## src/logic/mmv_pkg.sv

```systemverilog
// package for the memory map and vector decode block
package mmv_pkg;
  localparam int ADDR_W = 16;
  localparam int EXT_LINES = 8;
  // index of the first and last external interrupt line
  localparam int EXT_IRQ_LINE_FIRST = 0;
  localparam int EXT_IRQ_LINE_LAST = EXT_LINES - 1;
  localparam int SPACE_BYTES = 8192;
  localparam logic [ADDR_W-1:0] REG_LO = 16'h0000;
  localparam logic [ADDR_W-1:0] REG_HI = 16'h003f;
  localparam logic [ADDR_W-1:0] RAM_HI = 16'h017f;
  localparam logic [ADDR_W-1:0] STK_LO = 16'h0100;
  localparam logic [ADDR_W-1:0] STK_HI = 16'h017f;
  // program memory sits at the top 8 Kbytes of the 16-bit space
  localparam logic [ADDR_W-1:0] PROG_LO =
    ADDR_W'(17'h10000 - 17'(SPACE_BYTES));
  localparam logic [ADDR_W-1:0] VEC_LO = 16'hffe0;
  localparam logic [ADDR_W-1:0] UNAS_A_HI = 16'hffed;
  localparam logic [ADDR_W-1:0] UNAS_B_LO = 16'hfff2;
  localparam logic [ADDR_W-1:0] UNAS_B_HI = 16'hfff3;
  // vector pair base addresses, high byte of the pair first
  localparam logic [ADDR_W-1:0] VEC_BUS = 16'hffee;
  localparam logic [ADDR_W-1:0] VEC_SERIAL = 16'hfff0;
  localparam logic [ADDR_W-1:0] VEC_TIMER = 16'hfff4;
  localparam logic [ADDR_W-1:0] VEC_EXT = 16'hfff6;
  localparam logic [ADDR_W-1:0] VEC_SUSP_END = 16'hfff8;
  localparam logic [ADDR_W-1:0] VEC_FLASH = 16'hfffa;
  localparam logic [ADDR_W-1:0] VEC_TRAP = 16'hfffc;
  localparam logic [ADDR_W-1:0] VEC_RESET = 16'hfffe;

  typedef enum {
    SRC_NONE, SRC_RESET, SRC_TRAP, SRC_FLASH, SRC_SUSP_END,
    SRC_EXT, SRC_TIMER, SRC_SERIAL, SRC_BUS
  } mmv_src_t;

  // interrupt requests, all levels held by their sources
  typedef struct packed {
    logic [EXT_LINES-1:0] ext_line;
    logic susp_end;
    logic flash_start;
    logic trap;
    logic bus_ctl;
    logic serial;
    logic timer;
  } mmv_irq_t;

  // region hits for one decoded address
  typedef struct packed {
    logic reg_page;
    logic ram;
    logic stack;
    logic prog;
    logic vec_area;
    logic reserved;
  } mmv_region_t;

  typedef struct packed {
    mmv_region_t region;
    logic [ADDR_W-1:0] vec_addr;
    logic vec_valid;
    logic vec_maskable;
    logic wake;
    logic boot_pend;
  } mmv_state_t;
endpackage

```

## src/logic/mmv_decode.sv

```systemverilog
// address region decode and interrupt vector selection
`timescale 1ns/100ps
// Contract
// - decode covers the 64 Kbyte space
// - RAM 384 bytes, low 64 are registers
// - stack window 0100h to 017Fh
// - top 32 program bytes hold vectors
// - reset fetches FFFEh, unmaskable, wakes halt
// - eight external lines share FFF6h, wake
// - suspend end vectors FFF8h, maskable, wakes
// - flash start vectors FFFAh, maskable, wakes
// - trap vectors FFFCh, unmaskable, no wake
module mmv_decode (
  input wire logic mclk,
  input wire logic rst_n,
  input wire logic [mmv_pkg::ADDR_W-1:0] cpu_addr,
  input wire mmv_pkg::mmv_irq_t irq_req,
  input wire logic i_mask,
  input wire logic halted,
  input wire logic vec_ack,
  output mmv_pkg::mmv_region_t region,
  output logic [mmv_pkg::ADDR_W-1:0] vec_addr,
  output logic vec_valid,
  output logic vec_maskable,
  output logic wake
);
  mmv_pkg::mmv_state_t st;
  mmv_pkg::mmv_state_t next_st;
  mmv_pkg::mmv_src_t src;
  logic ext_any;
  logic open_ok;

  always_comb begin
    ext_any = |irq_req.ext_line[mmv_pkg::EXT_IRQ_LINE_LAST:
                                mmv_pkg::EXT_IRQ_LINE_FIRST];
    open_ok = !i_mask;
    // fixed priority: higher vector address wins
    if (st.boot_pend) begin
      src = mmv_pkg::SRC_RESET;
    end else if (irq_req.trap) begin
      src = mmv_pkg::SRC_TRAP;
    end else if (open_ok && irq_req.flash_start) begin
      src = mmv_pkg::SRC_FLASH;
    end else if (open_ok && irq_req.susp_end) begin
      src = mmv_pkg::SRC_SUSP_END;
    end else if (open_ok && ext_any) begin
      src = mmv_pkg::SRC_EXT;
    end else if (open_ok && irq_req.timer) begin
      src = mmv_pkg::SRC_TIMER;
    end else if (open_ok && irq_req.serial) begin
      src = mmv_pkg::SRC_SERIAL;
    end else if (open_ok && irq_req.bus_ctl) begin
      src = mmv_pkg::SRC_BUS;
    end else begin
      src = mmv_pkg::SRC_NONE;
    end
  end

  always_comb begin
    next_st = st;
    next_st.region = '0;
    next_st.region.reg_page = cpu_addr <= mmv_pkg::REG_HI;
    next_st.region.ram = cpu_addr > mmv_pkg::REG_HI &&
                         cpu_addr <= mmv_pkg::RAM_HI;
    next_st.region.stack = cpu_addr >= mmv_pkg::STK_LO &&
                           cpu_addr <= mmv_pkg::STK_HI;
    // user code below the vector area
    next_st.region.prog = cpu_addr >= mmv_pkg::PROG_LO &&
                          cpu_addr < mmv_pkg::VEC_LO;
    next_st.region.vec_area = cpu_addr >= mmv_pkg::VEC_LO;
    // flagged only; the response there is not defined
    next_st.region.reserved =
      (cpu_addr > mmv_pkg::RAM_HI && cpu_addr < mmv_pkg::PROG_LO) ||
      // unassigned vector slots count as reserved
      (cpu_addr >= mmv_pkg::VEC_LO && cpu_addr <= mmv_pkg::UNAS_A_HI) ||
      (cpu_addr >= mmv_pkg::UNAS_B_LO && cpu_addr <= mmv_pkg::UNAS_B_HI);

    // ack drops the boot fetch; reset is the only source that sets it
    if (vec_ack) begin
      next_st.boot_pend = 1'b0;
    end
    next_st.vec_valid = src != mmv_pkg::SRC_NONE;
    next_st.vec_maskable = 1'b0;
    next_st.wake = 1'b0;
    unique case (src)
      mmv_pkg::SRC_RESET: begin
        next_st.vec_addr = mmv_pkg::VEC_RESET;
        next_st.wake = halted;
      end
      mmv_pkg::SRC_TRAP: begin
        // trap ignores the mask, never wakes
        next_st.vec_addr = mmv_pkg::VEC_TRAP;
      end
      mmv_pkg::SRC_FLASH: begin
        next_st.vec_addr = mmv_pkg::VEC_FLASH;
        next_st.vec_maskable = 1'b1;
        next_st.wake = halted;
      end
      mmv_pkg::SRC_SUSP_END: begin
        next_st.vec_addr = mmv_pkg::VEC_SUSP_END;
        next_st.vec_maskable = 1'b1;
        next_st.wake = halted;
      end
      mmv_pkg::SRC_EXT: begin
        next_st.vec_addr = mmv_pkg::VEC_EXT;
        next_st.vec_maskable = 1'b1;
        next_st.wake = halted;
      end
      mmv_pkg::SRC_TIMER: begin
        next_st.vec_addr = mmv_pkg::VEC_TIMER;
        next_st.vec_maskable = 1'b1;
      end
      mmv_pkg::SRC_SERIAL: begin
        next_st.vec_addr = mmv_pkg::VEC_SERIAL;
        next_st.vec_maskable = 1'b1;
      end
      mmv_pkg::SRC_BUS: begin
        next_st.vec_addr = mmv_pkg::VEC_BUS;
        next_st.vec_maskable = 1'b1;
      end
      mmv_pkg::SRC_NONE: begin
        // keep the last address so the output does not toggle idly
        next_st.vec_addr = st.vec_addr;
      end
    endcase
  end

  always_ff @(posedge mclk) begin
    if (!rst_n) begin
      st <= '0;
      st.vec_addr <= mmv_pkg::VEC_RESET;
      st.boot_pend <= 1'b1;
    end else begin
      st <= next_st;
    end
  end

  assign region = st.region;
  assign vec_addr = st.vec_addr;
  assign vec_valid = st.vec_valid;
  assign vec_maskable = st.vec_maskable;
  assign wake = st.wake;
endmodule

```

## config.mk

```make
export PLATFORM = sky130hd
export DESIGN_NAME = mmv_decode
export DESIGN_NICKNAME = d
export VERILOG_FILES = /design/src/logic/mmv_pkg.sv /design/src/logic/mmv_decode.sv
export SDC_FILE = /design/constraint.sdc
export NUM_CORES = 1
export LEC_CHECK = 0
export BUFFER_PORTS_ARGS = -buffer_cell sky130_fd_sc_hd__clkbuf_2
export CORE_MARGIN = 4
export CORE_UTILIZATION = 45
export CTS_CLUSTER_DIAMETER = 150
export DETAILED_ROUTE_END_ITERATION = 10
export GPL_TIMING_DRIVEN = 0
export MAX_ROUTING_LAYER = met4
export PLACE_DENSITY = 0.84
export SLEW_MARGIN = 5
export SYNTH_ARGS = -nofsm -noshare
export SYNTH_HDL_FRONTEND = slang
export SYNTH_SLANG_ARGS = --single-unit
```

## constraint.sdc

```tcl
create_clock -name mclk -period 2.6 [get_ports mclk]
set_input_delay 0.13 -clock mclk [delete_from_list [all_inputs] [get_ports mclk]]
set_output_delay 0.13 -clock mclk [all_outputs]
set_load 0.005 [all_outputs]
```

==> out/summary.txt <==
Max Transition Viols Final: 0
max_slew headroom: 0.620
Worst Path Max Fanout: 6
Synth Area per Inst: 9.10 um^2
Critical Path End Type: flip-flop
Worst R2R End: vec_addr[2]
dpl hpwl: 1950 um
placed cell count: 186
path depth of the worst reg2reg path: 4
Die Width: 53.6 um
final worst path period share: 0.661
final non-filler cell total: 190
number of global-route vias before repair: 859
cell with the most instances after synthesis: buf_4
hold-fix buffers at CTS: 0
Post-synth ARST share: 0
flop2flop setup slack: 0.88 ns
share of layout cells above drive strength 1: 0.497
cts repair resizes: 0
Starting Density: 0.478
Final Setup Violations: 0
Max clock buf depth: 2
pwr/cell area: 381 nW/um^2
row cnt: 16
Yosys top cell area share: 0.299
pin slew with the least headroom to its limit: 0.567 ns
RSZ-0062 raised after global routing: false
Remaining Overflow, GRT: 0
Antenna diodes: 0
GP Congestion: 0.838
flops & latches, synth: 14
clock latency on the worst-skew pair: 0.28 ns
Final ANT Viol Nets: 0
P&R area growth vs syn: 36.0%
number of synthesized flops with an enable pin: 0
DR iter-0 viols: 11
Die Height: 53.6 um
mapped cell area: 937 um^2
Clock Skews: 0.00423 ns
IO buf count: 46
unique cell type count in the Yosys netlist: 36
via count: 944
largest net degree at the start of global routing: 11
fmax: 582 MHz
Hold Crit Class: in -> reg
clk slew on worst S/H paths: 0.09 ns
Post-CTS Setup Inserts: 0
Cells after Synth: 103
Vias/cell: 4.97
register area share after synthesis: 0.299
core region area: 1960 um^2
hold_sp: vec_ack
CTS tree: done
fillcell total: 183
Pre-Repair DR Iteration Count: 4
Die Area: 2880 um^2
# clock sinks: 14
Post-synth top cells: buf_4, dfxtp_1, nor2_1
CTS Buf Count: 3
endpoints failing hold: 0
io pins: 60
worst ir drop on vdd: 0.325 mV
Tmin final: 1.72 ns
GRT Total Usage: 0.177
first-pass GRT wire length: 3620 um
Synth area leader: dfxtp_1
Setup CP Type: reg -> reg
ys flop type: dfxtp_1
r2r startpoint: st[0]
Leak: 0.588 nW
startpoint types: flip-flop
initial antenna violation count: 0
WL/cell: 12.1 um
DRC: 0
final wirelength: 2300 um
main area contributors after synthesis: dfxtp_1, buf_4, nor4_4, nor2_1, o41ai_4
Worst Hold Depth: 2
status: finished clean
H-Tree Level Count: 1
fin nets: 199
WP data arrival: 1.90 ns
Final TNS setup: 0 ns
CTS root buf: clkbuf_4
CP required: 2.78 ns
Worst Hold End: st[0]
Max-cap violations: 0
Syn. warnings: 0
## cell type report
type,count,area (um^2),area share
Sequential cell,14,280,0.220
Inverter,2,7.51,0.00589
Multi-Input combinational cell,74,518,0.406
Tap cell,27,33.8,0.0265
Clock buffer,4,36.3,0.0285
Buffer,23,169,0.132
Timing Repair Buffer,46,230,0.181
## cell usage in the layout (no fill, tap or decap), drive strengths merged, types with 2 or more instances in the layout
cell / n
clkbuf: 51
a41oi: 3
nor3: 3
nand2b: 2
nor2: 10
nand3: 4
buf: 22
nor4: 5
dfxtp: 14
conb: 12
nor3b: 3
inv: 2
nor2b: 2
nand2: 7
nand4: 3
a21oi: 3
## state kept, by name, summed over array words and instances (netlist names)
register,flops
region,6
vec_addr,4
st,1
vec_maskable,1
vec_valid,1
wake,1
## critical path, stage by stage (launching register included)
cell and delay [ns]:
dfxtp_1 0.40, nor4_4 0.45, o41ai_4 0.21, a211o_1 0.35
o2bb2a_4 0.21
## metal layers
| layer | GRT usage | wire [um] |
|---|---|---|
| met4 | 0.0766 | 48 |
| met2 | 0.290 | 1260 |
| met1 | 0.202 | 843 |
| met3 | 0.0471 | 141 |
| met5 | - | 0 |
## logic make-up (layout without fill, tap and decap cells)
kind of cell | Yosys count | count (layout) | synth area share
AND/OR/NAND/NOR | 43 | 43 | 0.296
AO/OA/AOI/OAI | 19 | 19 | 0.208
flip-flops | 14 | 14 | 0.299
buffers and inverters | 25 | 75 | 0.188
other | 2 | 12 | 0.00801
## through the flow
step / cell area (um^2) / setup WS [ns] / utilization / power [mW] / hold slack [ns]
3_5_place_dp: 1240 / 0.925 / 0.631 / 0.335 / 0.324
4_1_cts: 1270 / 0.900 / 0.650 / 0.490 / 0.0227
3_3_place_gp: 1240 / 0.979 / 0.631 / 0.330 / 0.315
5_1_grt: 1270 / 0.848 / 0.650 / 0.512 / 0.0209
6_report: 1270 / 0.882 / 0.650 / 0.486 / 0.0228
2_1_floorplan: 975 / 1.07 / - / 0.285 / 0.206
## where the power goes
part / switching [mW] / total (mW) / internal (mW)
clock: 0.0699 / 0.155 / 0.0851
combinational: 0.0538 / 0.106 / 0.0523
sequential: 0.00440 / 0.225 / 0.221
total: 0.128 / 0.486 / 0.358
## how the worst max path moves through the flow
stage / from / slack [ns] / to / cells after the start
after floorplan: st[0] / 1.07 / vec_addr[2] / 4
after global placement: st[0] / 0.98 / vec_addr[2] / 4
after detailed placement: st[0] / 0.92 / vec_addr[2] / 4
after CTS: st[0] / 0.90 / vec_addr[2] / 4
after global routing: st[0] / 0.85 / vec_addr[2] / 4
final: st[0] / 0.88 / vec_addr[2] / 4
Power figures use the tool's default switching activity.
